==> config.mk <==
export PLATFORM = sky130hd
export DESIGN_NAME = acb_core
export DESIGN_NICKNAME = d
export VERILOG_FILES = /design/src/acb_alu.v /design/src/acb_rel_target.v /design/src/acb_core.v
export VERILOG_INCLUDE_DIRS = /design/src /design/src/inc
export SDC_FILE = /design/constraint.sdc
export NUM_CORES = 1
export LEC_CHECK = 0
export ABC_AREA = 1
export BUFFER_PORTS_ARGS = -buffer_cell sky130_fd_sc_hd__buf_2
export CAP_MARGIN = 25
export CORE_AREA = 2 2 135 137
export CTS_CLUSTER_SIZE = 28
export DETAILED_ROUTE_END_ITERATION = 8
export DIE_AREA = 0 0 137 139
export PLACE_DENSITY = 0.62
export SLEW_MARGIN = 10
export SYNTH_ARGS = -nofsm -noshare
export SYNTH_HDL_FRONTEND = slang
export SYNTH_HIERARCHICAL = 1
export SYNTH_SLANG_ARGS = --single-unit
==> constraint.sdc <==
create_clock -name core_clk -period 3.04 [get_ports core_clk]
set_input_delay 0.152 -clock core_clk [delete_from_list [all_inputs] [get_ports core_clk]]
set_output_delay 0.152 -clock core_clk [all_outputs]
set_load 0.01 [all_outputs]
==> src/inc/acb_regs.vh <==
/*
  Constants of the accumulator, compare and branch execution block: opcodes,
  dataspace locations of the working registers, ALU functions and operand modes.
  Included by the ALU and the core design files, not by acb_rel_target; holds definitions only.
*/
`ifndef ACB_REGS_VH
`define ACB_REGS_VH

// Opcode bytes of the one-byte and the first byte of the two-byte forms.
`define ACB_OP_INVERT      8'h2D
`define ACB_OP_CMP_IND_X   8'h27
`define ACB_OP_CMP_IND_Y   8'h2F
`define ACB_OP_CMP_DIR     8'h3F
`define ACB_OP_CMP_LIT     8'h37
`define ACB_OP_DEC_IND_X   8'hE7
`define ACB_OP_DEC_IND_Y   8'hEF
`define ACB_OP_DEC_DIR     8'hFF
`define ACB_OP_INC_IND_X   8'h67
`define ACB_OP_INC_IND_Y   8'h6F
`define ACB_OP_INC_DIR     8'h7F

// Field positions inside an opcode byte.
`define ACB_IND_SEL_BIT    3
`define ACB_SHORT_REG_HI   7
`define ACB_SHORT_REG_LO   6
`define ACB_SHORT_DEC_BIT  3
`define ACB_DISP_HI        7
`define ACB_DISP_LO        3
`define ACB_JP_HI_HI       7
`define ACB_JP_HI_LO       4

// Dataspace locations of the accumulator and of the four short registers.
`define ACB_ACC_ADDR       8'hFF
`define ACB_SHORT_BASE     6'h20

`define ACB_RESET_PC       12'h000

// Instruction lengths in cycles.
`define ACB_CYC_LONG       4
`define ACB_CYC_SHORT      2

// ALU functions.
`define ACB_FN_COM         2'h0
`define ACB_FN_CMP         2'h1
`define ACB_FN_INC         2'h2
`define ACB_FN_DEC         2'h3

// Operand addressing modes.
`define ACB_MODE_ACC       3'h0
`define ACB_MODE_IND       3'h1
`define ACB_MODE_DIR       3'h2
`define ACB_MODE_SHORT     3'h3
`define ACB_MODE_LIT       3'h4

`endif

==> src/acb_alu.v <==
/*
  Combinational ALU for complement, compare, increment and decrement.
  Assumes the caller decides which result and which flags are written back.
*/
`timescale 1ns/100ps
`include "acb_regs.vh"

module acb_alu (
  input  wire [1:0] func,      // ALU function code
  input  wire [7:0] accIn,     // accumulator value
  input  wire [7:0] srcIn,     // operand value
  output reg  [7:0] result,    // result byte
  output reg        zeroOut,   // result is zero
  output reg        carryOut   // carry for complement and compare
);

  reg [8:0] diff;

  always @*
  begin
    diff     = {1'b0, accIn} - {1'b0, srcIn};
    result   = 8'h00;
    carryOut = 1'b0;
    case (func)
      `ACB_FN_COM:
      begin
        result   = ~accIn;
        carryOut = accIn[7];
      end
      `ACB_FN_CMP:
      begin
        // The difference only feeds the flags; the borrow means acc < src.
        result   = diff[7:0];
        carryOut = diff[8];
      end
      `ACB_FN_INC:
        result = srcIn + 8'h01;
      default:
        result = srcIn - 8'h01;
    endcase
    zeroOut = (result == 8'h00);
  end

endmodule // acb_alu

==> src/acb_rel_target.v <==
/*
  Target address of a short relative branch.
  Assumes nextPc is the address of the byte after the branch opcode.
*/
`timescale 1ns/100ps

module acb_rel_target (
  input  wire [11:0] nextPc,   // address after the opcode
  input  wire [4:0]  disp,     // signed displacement
  output wire [11:0] target    // branch target
);

  // The 12-bit sum simply wraps at the ends of program space.
  assign target = nextPc + {{7{disp[4]}}, disp};

endmodule // acb_rel_target

==> src/acb_core.v <==
/*
  Execution of complement, compare, increment, decrement, absolute jump and
  carry-conditioned short jumps for an 8-bit core slice.
  Assumes program memory and external dataspace answer combinationally within
  the cycle in which the address is presented, and that both are synchronous
  to core_clk.
*/
`timescale 1ns/100ps
`include "acb_regs.vh"

// Function
// - Complement inverts accumulator; one byte, four cycles
// - Complement: zero from result, carry from old MSB
// - Compare leaves accumulator and source unchanged
// - Compare: zero if equal, carry if acc below
// - Indirect and direct compare forms, four cycles
// - Literal compare: opcode plus byte, four cycles
// - Step down destination; zero updated, carry kept
// - Step up destination; zero updated, carry kept
// - Absolute jump loads 12-bit target, flags kept
// - Absolute jump stacks nothing, old address lost
// - Carry set: add signed displacement, two cycles
// - Carry clear: add displacement, two cycles
module acb_core (
  input  wire        core_clk,   // core clock, 100 MHz
  input  wire        rst_n,      // asynchronous reset, active low
  output wire [11:0] progAddr,   // program memory address
  input  wire [7:0]  progData,   // program memory byte at progAddr
  output wire [7:0]  dsRdAddr,   // dataspace read address
  output wire        dsRdEn,     // dataspace read strobe
  input  wire [7:0]  dsRdData,   // dataspace read data
  output wire [7:0]  dsWrAddr,   // dataspace write address
  output wire [7:0]  dsWrData,   // dataspace write data
  output wire        dsWrEn,     // dataspace write strobe
  output wire [7:0]  accOut,     // accumulator
  output wire        zeroFlag,   // zero flag
  output wire        carryFlag,  // carry flag
  output wire [11:0] pcOut,      // program counter
  output wire        instrDone,  // last cycle of an instruction just ended
  output wire        unknownOp   // skipped an opcode outside this slice
);

  localparam [3:0] ST_FETCH = 4'h1;
  localparam [3:0] ST_BYTE2 = 4'h2;
  localparam [3:0] ST_READ  = 4'h4;
  localparam [3:0] ST_EXEC  = 4'h8;

  reg  [3:0]  state_q;
  reg  [3:0]  state_d;
  reg  [11:0] pc_q;
  reg  [7:0]  opcode_q;
  reg  [7:0]  byte2_q;
  reg  [7:0]  operand_q;
  reg  [7:0]  target_q;
  reg  [7:0]  acc_q;
  reg  [7:0]  shortReg_q [0:3];
  reg         zero_q;
  reg         carry_q;
  reg  [7:0]  wrAddr_q;
  reg  [7:0]  wrData_q;
  reg         wrEn_q;
  reg         done_q;
  reg         unknown_q;
  integer     i;

  reg         dIsCom;
  reg         dIsCmp;
  reg         dIsInc;
  reg         dIsDec;
  reg         dIsJp;
  reg         dIsJrc;
  reg         dIsJrnc;
  reg         dTwoByte;
  reg         dKnown;
  reg  [2:0]  dMode;
  reg  [7:0]  opAddr;
  reg  [7:0]  opValue;
  reg  [1:0]  aluFunc;
  reg  [11:0] pcNext;

  wire        stFetch = state_q[0];
  wire        stByte2 = state_q[1];
  wire        stRead  = state_q[2];
  wire        stExec  = state_q[3];
  wire [7:0]  curOp   = stFetch ? progData : opcode_q;
  wire [11:0] pcPlus1 = pc_q + 12'h001;
  wire [11:0] pcPlus2 = pc_q + 12'h002;
  wire [7:0]  aluRes;
  wire        aluZero;
  wire        aluCarry;
  wire [11:0] relTarget;
  wire        tgtIsAcc   = (target_q == `ACB_ACC_ADDR);
  wire        tgtIsShort = (target_q[7:2] == `ACB_SHORT_BASE);
  wire        relTaken   = (dIsJrc & carry_q) | (dIsJrnc & ~carry_q);

  // Instruction decode; one-byte forms that do not belong here are skipped.
  always @*
  begin
    dIsCom   = 1'b0;
    dIsCmp   = 1'b0;
    dIsInc   = 1'b0;
    dIsDec   = 1'b0;
    dIsJp    = 1'b0;
    dIsJrc   = 1'b0;
    dIsJrnc  = 1'b0;
    dTwoByte = 1'b0;
    dKnown   = 1'b1;
    dMode    = `ACB_MODE_ACC;
    casez (curOp)
      `ACB_OP_INVERT:
        dIsCom = 1'b1;
      `ACB_OP_CMP_IND_X, `ACB_OP_CMP_IND_Y:
      begin
        dIsCmp = 1'b1;
        dMode  = `ACB_MODE_IND;
      end
      `ACB_OP_CMP_DIR:
      begin
        dIsCmp   = 1'b1;
        dMode    = `ACB_MODE_DIR;
        dTwoByte = 1'b1;
      end
      `ACB_OP_CMP_LIT:
      begin
        dIsCmp   = 1'b1;
        dMode    = `ACB_MODE_LIT;
        dTwoByte = 1'b1;
      end
      `ACB_OP_DEC_IND_X, `ACB_OP_DEC_IND_Y:
      begin
        dIsDec = 1'b1;
        dMode  = `ACB_MODE_IND;
      end
      `ACB_OP_DEC_DIR:
      begin
        dIsDec   = 1'b1;
        dMode    = `ACB_MODE_DIR;
        dTwoByte = 1'b1;
      end
      `ACB_OP_INC_IND_X, `ACB_OP_INC_IND_Y:
      begin
        dIsInc = 1'b1;
        dMode  = `ACB_MODE_IND;
      end
      `ACB_OP_INC_DIR:
      begin
        dIsInc   = 1'b1;
        dMode    = `ACB_MODE_DIR;
        dTwoByte = 1'b1;
      end
      8'b??01_?101:
      begin
        dIsDec = curOp[`ACB_SHORT_DEC_BIT];
        dIsInc = ~curOp[`ACB_SHORT_DEC_BIT];
        dMode  = `ACB_MODE_SHORT;
      end
      8'b????_1001:
      begin
        dIsJp    = 1'b1;
        dTwoByte = 1'b1;
      end
      8'b????_?110:
        dIsJrc = 1'b1;
      8'b????_?010:
        dIsJrnc = 1'b1;
      default:
        dKnown = 1'b0;
    endcase
  end

  // Operand location and value, valid in the read cycle.
  always @*
  begin
    case (dMode)
      `ACB_MODE_IND:
        opAddr = shortReg_q[{1'b0, opcode_q[`ACB_IND_SEL_BIT]}];
      `ACB_MODE_DIR:
        opAddr = byte2_q;
      `ACB_MODE_SHORT:
        opAddr = {`ACB_SHORT_BASE, opcode_q[`ACB_SHORT_REG_HI:`ACB_SHORT_REG_LO]};
      default:
        opAddr = `ACB_ACC_ADDR;
    endcase
    if (dMode == `ACB_MODE_LIT)
      opValue = byte2_q;
    else if (opAddr == `ACB_ACC_ADDR)
      opValue = acc_q;
    else if (opAddr[7:2] == `ACB_SHORT_BASE)
      opValue = shortReg_q[opAddr[1:0]];
    else
      opValue = dsRdData;
  end

  always @*
  begin
    if (dIsCom)
      aluFunc = `ACB_FN_COM;
    else if (dIsCmp)
      aluFunc = `ACB_FN_CMP;
    else if (dIsInc)
      aluFunc = `ACB_FN_INC;
    else
      aluFunc = `ACB_FN_DEC;
  end

  acb_alu uAlu (
    .func     (aluFunc),
    .accIn    (acc_q),
    .srcIn    (operand_q),
    .result   (aluRes),
    .zeroOut  (aluZero),
    .carryOut (aluCarry)
  );

  acb_rel_target uRel (
    .nextPc (pcPlus1),
    .disp   (opcode_q[`ACB_DISP_HI:`ACB_DISP_LO]),
    .target (relTarget)
  );

  // Address after the instruction; the jump overwrites it without stacking.
  always @*
  begin
    if (dIsJp)
      pcNext = {opcode_q[`ACB_JP_HI_HI:`ACB_JP_HI_LO], byte2_q};
    else if (relTaken)
      pcNext = relTarget;
    else if (dTwoByte)
      pcNext = pcPlus2;
    else
      pcNext = pcPlus1;
  end

  // Short branches and skipped opcodes finish in two cycles, the rest in four.
  always @*
  begin
    case (state_q)
      ST_FETCH:
        if (dIsJrc || dIsJrnc || !dKnown)
          state_d = ST_EXEC;
        else
          state_d = ST_BYTE2;
      ST_BYTE2:
        state_d = ST_READ;
      ST_READ:
        state_d = ST_EXEC;
      ST_EXEC:
        state_d = ST_FETCH;
      default:
        state_d = ST_FETCH;
    endcase
  end

  always @(posedge core_clk or negedge rst_n)
  begin
    if (!rst_n)
    begin
      state_q   <= ST_FETCH;
      pc_q      <= `ACB_RESET_PC;
      opcode_q  <= 8'h00;
      byte2_q   <= 8'h00;
      operand_q <= 8'h00;
      target_q  <= 8'h00;
      acc_q     <= 8'h00;
      zero_q    <= 1'b0;
      carry_q   <= 1'b0;
      wrAddr_q  <= 8'h00;
      wrData_q  <= 8'h00;
      wrEn_q    <= 1'b0;
      done_q    <= 1'b0;
      unknown_q <= 1'b0;
      for (i = 0; i < 4; i = i + 1)
        shortReg_q[i] <= 8'h00;
    end
    else
    begin
      state_q   <= state_d;
      wrEn_q    <= 1'b0;
      done_q    <= stExec;
      unknown_q <= stExec & ~dKnown;
      if (stFetch)
        opcode_q <= progData;
      if (stByte2)
        byte2_q <= progData;
      if (stRead)
      begin
        operand_q <= opValue;
        target_q  <= opAddr;
      end
      if (stExec)
      begin
        pc_q <= pcNext;
        if (dIsCom)
        begin
          acc_q   <= aluRes;
          zero_q  <= aluZero;
          carry_q <= aluCarry;
        end
        if (dIsCmp)
        begin
          zero_q  <= aluZero;
          carry_q <= aluCarry;
        end
        // Carry is left alone here on purpose.
        if (dIsInc || dIsDec)
        begin
          zero_q <= aluZero;
          if (tgtIsAcc)
            acc_q <= aluRes;
          else if (tgtIsShort)
            shortReg_q[target_q[1:0]] <= aluRes;
          else
          begin
            // The write lands in the next cycle, before any later read.
            wrEn_q   <= 1'b1;
            wrAddr_q <= target_q;
            wrData_q <= aluRes;
          end
        end
      end
    end
  end

  assign progAddr  = stByte2 ? pcPlus1 : pc_q;
  assign dsRdAddr  = opAddr;
  assign dsRdEn    = stRead & (dMode == `ACB_MODE_IND || dMode == `ACB_MODE_DIR)
                     & (opAddr != `ACB_ACC_ADDR) & (opAddr[7:2] != `ACB_SHORT_BASE);
  assign dsWrAddr  = wrAddr_q;
  assign dsWrData  = wrData_q;
  assign dsWrEn    = wrEn_q;
  assign accOut    = acc_q;
  assign zeroFlag  = zero_q;
  assign carryFlag = carry_q;
  assign pcOut     = pc_q;
  assign instrDone = done_q;
  assign unknownOp = unknown_q;

endmodule // acb_core

==> metrics.log <==
INFO  metric synthesis.area_per_instance = 6.907 um2
INFO  metric total_count_of_hold_check_failures_in_the_final_report = 0
INFO  metric avgRoutedWirePerCell = 16.12 um
INFO  metric tns = -1.396 ns
INFO  metric failed_checks = setup timing
INFO  metric vdd_ir_drop_max = 0.7607 mV
INFO  metric htree_levels = 3
INFO  metric unrepaired_setup_endpoints_after_global_routing = true
INFO  metric slew_violations = 0
INFO  metric ys_seq_area_share = 35.02%
INFO  metric drt-total-wl = 24500 um
INFO  metric x_dimension_of_the_die = 137 um
INFO  metric final.min_clock_period = 3.241 ns
INFO  metric fin_worst_hold_slack = 0.01943 ns
INFO  metric antenna_violating_nets_post_route = 0
INFO  metric cts_root_buffer = sky130_fd_sc_hd__clkbuf_16
INFO  metric synth.net_count = 1177
INFO  metric pre_cts_slack = -0.1504 ns
INFO  metric power_density = 1063 mW/mm2
INFO  metric grt_overflow_total = 0
INFO  metric crit_path_cell_trace = buf_6 > nand2_1 > nand2_2 > nand2_1 > nor2_2 > nand2_2 > nor2_4 > nor3b_4 > inv_2 > nand2_8 > buf_4 > ha_4 > buf_4 > nand2_1 > nand3_1 > nand3_2 > nor2_1 > nand4_1 > nor2_2 > nand3_1 > nor2_2 > a21oi_1 > a31oi_1
INFO  metric number_of_distinct_standard_cells_referenced_by_the_synthesized_netlist = 45
INFO  metric synth_edf_count = 0
INFO  metric largest_register_ffs = 32
INFO  metric share_clk_of_total_power = 11.6%
INFO  metric numClockSinks = 109
INFO  metric worst_path_dominant_cell_family = simple AND/OR/NAND/NOR gates
INFO  metric grt_use_total = 25.55%
INFO  metric largest-register = shortReg_q
INFO  metric die_area = 0.01904 mm2
INFO  metric postSynth.asyncResetShare = 100.0%
INFO  metric p_int = 0.005093 W
INFO  metric initial_antenna_violation_count = 0
INFO  metric via_count = 7911
INFO  metric crit_buf_inv = 4
INFO  metric power_frac_seq = 23.2%
INFO  metric clock_latency = 0.37 ns
INFO  metric yosys-top-cells-area = sky130_fd_sc_hd__dfrtp_1, sky130_fd_sc_hd__nand2_1, sky130_fd_sc_hd__inv_1
INFO  metric synthDominantAreaCellType = sky130_fd_sc_hd__dfrtp_1
INFO  metric drive_above_1_share = 25.02%
INFO  metric critical_path.max_fanout = 7
INFO  metric cts_buffers = 9
INFO  metric setup.worst_path.class = register to register
INFO  metric leakage = 5.175 nW
INFO  metric worst_pin_slew = 0.7291 ns
INFO  metric start_util = 44.13%
INFO  metric net-switching-power = 0.005278 W
INFO  metric report.final.setup_viol = 34
INFO  metric combinational_cell_fraction_of_total_power = 65.2%
INFO  metric violation_count_after_the_first_detailed_route_iteration = 691
INFO  metric timing.critical_path.to_type = register
INFO  metric avgViaCountPerCell = 5.205
INFO  metric finalWorstSetupSlack = -0.2006 ns
INFO  metric hold_path_class = primary input to register
INFO  metric synth.cell_area = 0.007791 mm2
INFO  metric number_of_warnings_issued_by_yosys = 6
INFO  metric layout.nets = 1335
INFO  metric synth_top_area_share = 34.69%
INFO  metric yosys_register_bits = 109
INFO  metric drc_errors = 0
INFO  metric replace_congestion = 0.9498
INFO  metric count_of_buffers_from_port_buffering = 79
INFO  metric detailedRoute.firstPassIterationCount = 5
INFO  metric post-route-period-util = 106.6%
INFO  metric placementRows = 49
INFO  metric worst_setup_path_start_kind = register
INFO  metric timing.critical_path.slowest_cell_delay = 0.64 ns
INFO  metric number_of_max_cap_violations = 0
INFO  metric clock_tree_from_tritoncts = built
INFO  metric n_antenna_cell = 0
INFO  metric vias_in_the_first_global_route = 7158
INFO  metric ios = 80
INFO  metric grt_first_pass_wirelength = 37890 um
INFO  metric clock.fmax = 0.3086 GHz
INFO  metric fill_cells = 1708
INFO  metric wp_data_required = 3.33 ns
INFO  metric chipHeight = 139 um
INFO  metric most_used_flip_flop_cell_after_synthesis = sky130_fd_sc_hd__dfrtp_1
INFO  metric post_synthesis_to_final_layout_area_growth = 25.23%
INFO  metric core_area = 0.01766 mm2
INFO  metric top_library_cells_by_usage_in_the_layout_fill_and_taps_aside = sky130_fd_sc_hd__nand2_1, sky130_fd_sc_hd__inv_1, sky130_fd_sc_hd__dfrtp_1
INFO  metric grt_start_max_net_pins = 77
INFO  metric syn_inst = 1128
INFO  metric status = finished, violations left
INFO  metric mostFrequentLayoutCell = sky130_fd_sc_hd__nand2_1
INFO  metric longest_clk_path_bufs = 2
INFO  metric arrival = 3.53 ns
INFO  metric sw_frac_of_total = 50.89%
INFO  metric place_hpwl = 18250 um
INFO  metric cts.reportedPaths.clkPinSlew = 0.08 ns
INFO  metric worst_slew_margin_rel = 51.39%
INFO  metric timing.critical_path.slowest_stage_cell = sky130_fd_sc_hd__dfstp_2
INFO  metric clock_skew = 0.01130 ns
==> layer usage <==
layer,track usage [%],wire length [um],vias up
met2,38.31,11220,256
met1,37.95,11460,3690
met5,0,0,-
met4,7.216,440,0
met3,4.057,1378,30
li1,-,-,3935
==> logic make-up (layout without fill, tap and decap cells) <==
kind of cell	after synthesis	after routing	share of synthesized area, %
AO/OA/AOI/OAI	175	175	12.49
AND/OR/NAND/NOR	598	598	34.62
XOR/XNOR	23	23	2.585
buffers and inverters	192	355	10.00
adder cells (fa/ha/maj)	31	31	5.267
flip-flops	109	109	35.02
==> cell type report <==
type                            count  area [um2]  share of cell area (%)
Clock inverter                      6       63.81                  0.6540
Inverter                          163       630.6                   6.463
Sequential cell                   109        2730                   27.98
Multi-Input combinational cell    827        4624                   47.40
Tap cell                          229       286.5                   2.937
Timing Repair Buffer              176        1192                   12.22
Clock buffer                       10       229.0                   2.347
==> stage by stage <==
stage	util, %	cells	instance area [um2]	total power [W]
final	55.26	1520	9757	0.01037
after global routing	55.26	1520	9757	0.01126
after CTS	53.25	1509	9402	0.009989
after detailed placement	50.39	1477	8897	0.008654
after global placement	50.39	1477	8897	0.008610
after floorplan	-	1128	7802	0.006306
==> final timing paths <==
check	from	endpoint	slack, ns	cells past startpoint
max in group asynchronous	rst_n	shortReg_q[3]	1.97	3
min	progData[2]	byte2_q[2]	0.02	3
max reg2reg	state_q[0]	zeroFlag	-0.20	23
min reg2reg	dsWrData[4]	dsWrData[4]	0.49	2
min in group asynchronous	rst_n	pcOut[11]	0.29	2
max	state_q[0]	zeroFlag	-0.20	23
==> cells in the mapped netlist (17+ instances only) <==
master,count
sky130_fd_sc_hd__nor2_1,51
sky130_fd_sc_hd__nand3_1,82
sky130_fd_sc_hd__o21ai_1,28
sky130_fd_sc_hd__a21oi_1,34
sky130_fd_sc_hd__dfrtp_1,108
sky130_fd_sc_hd__inv_1,154
sky130_fd_sc_hd__ha_1,28
sky130_fd_sc_hd__nand4_1,17
sky130_fd_sc_hd__nand2_1,390
sky130_fd_sc_hd__o21ai_0,82
sky130_fd_sc_hd__xor2_1,22
sky130_fd_sc_hd__clkbuf_1,18
==> power by group through the flow <==
stage | Clock (W) | Combinational, W | Sequential (W)
floorplan | 0 | 0.00393 | 0.00238
global placement | 0 | 0.00620 | 0.00241
detailed placement | 0 | 0.00625 | 0.00241
CTS | 0.00121 | 0.00638 | 0.00239
global route | 0.00128 | 0.00752 | 0.00246
finish | 0.00120 | 0.00676 | 0.00241
==> what timing repair did <==
action,4_1_cts,5_1_grt
resized for setup,30,75
hold buffers,1,0
gates cloned,0,1
setup buffers,15,11
pin swaps,2,25
setup endpoints to repair,20,49
hold endpoints to repair,32,0
==> tightest hold or removal path: stages <==
cell,delay (ns)
sky130_fd_sc_hd__buf_2,0.09
sky130_fd_sc_hd__nand2_1,0.04
sky130_fd_sc_hd__o21ai_0,0.06
Note: power is estimated with default switching activity, not from simulation.
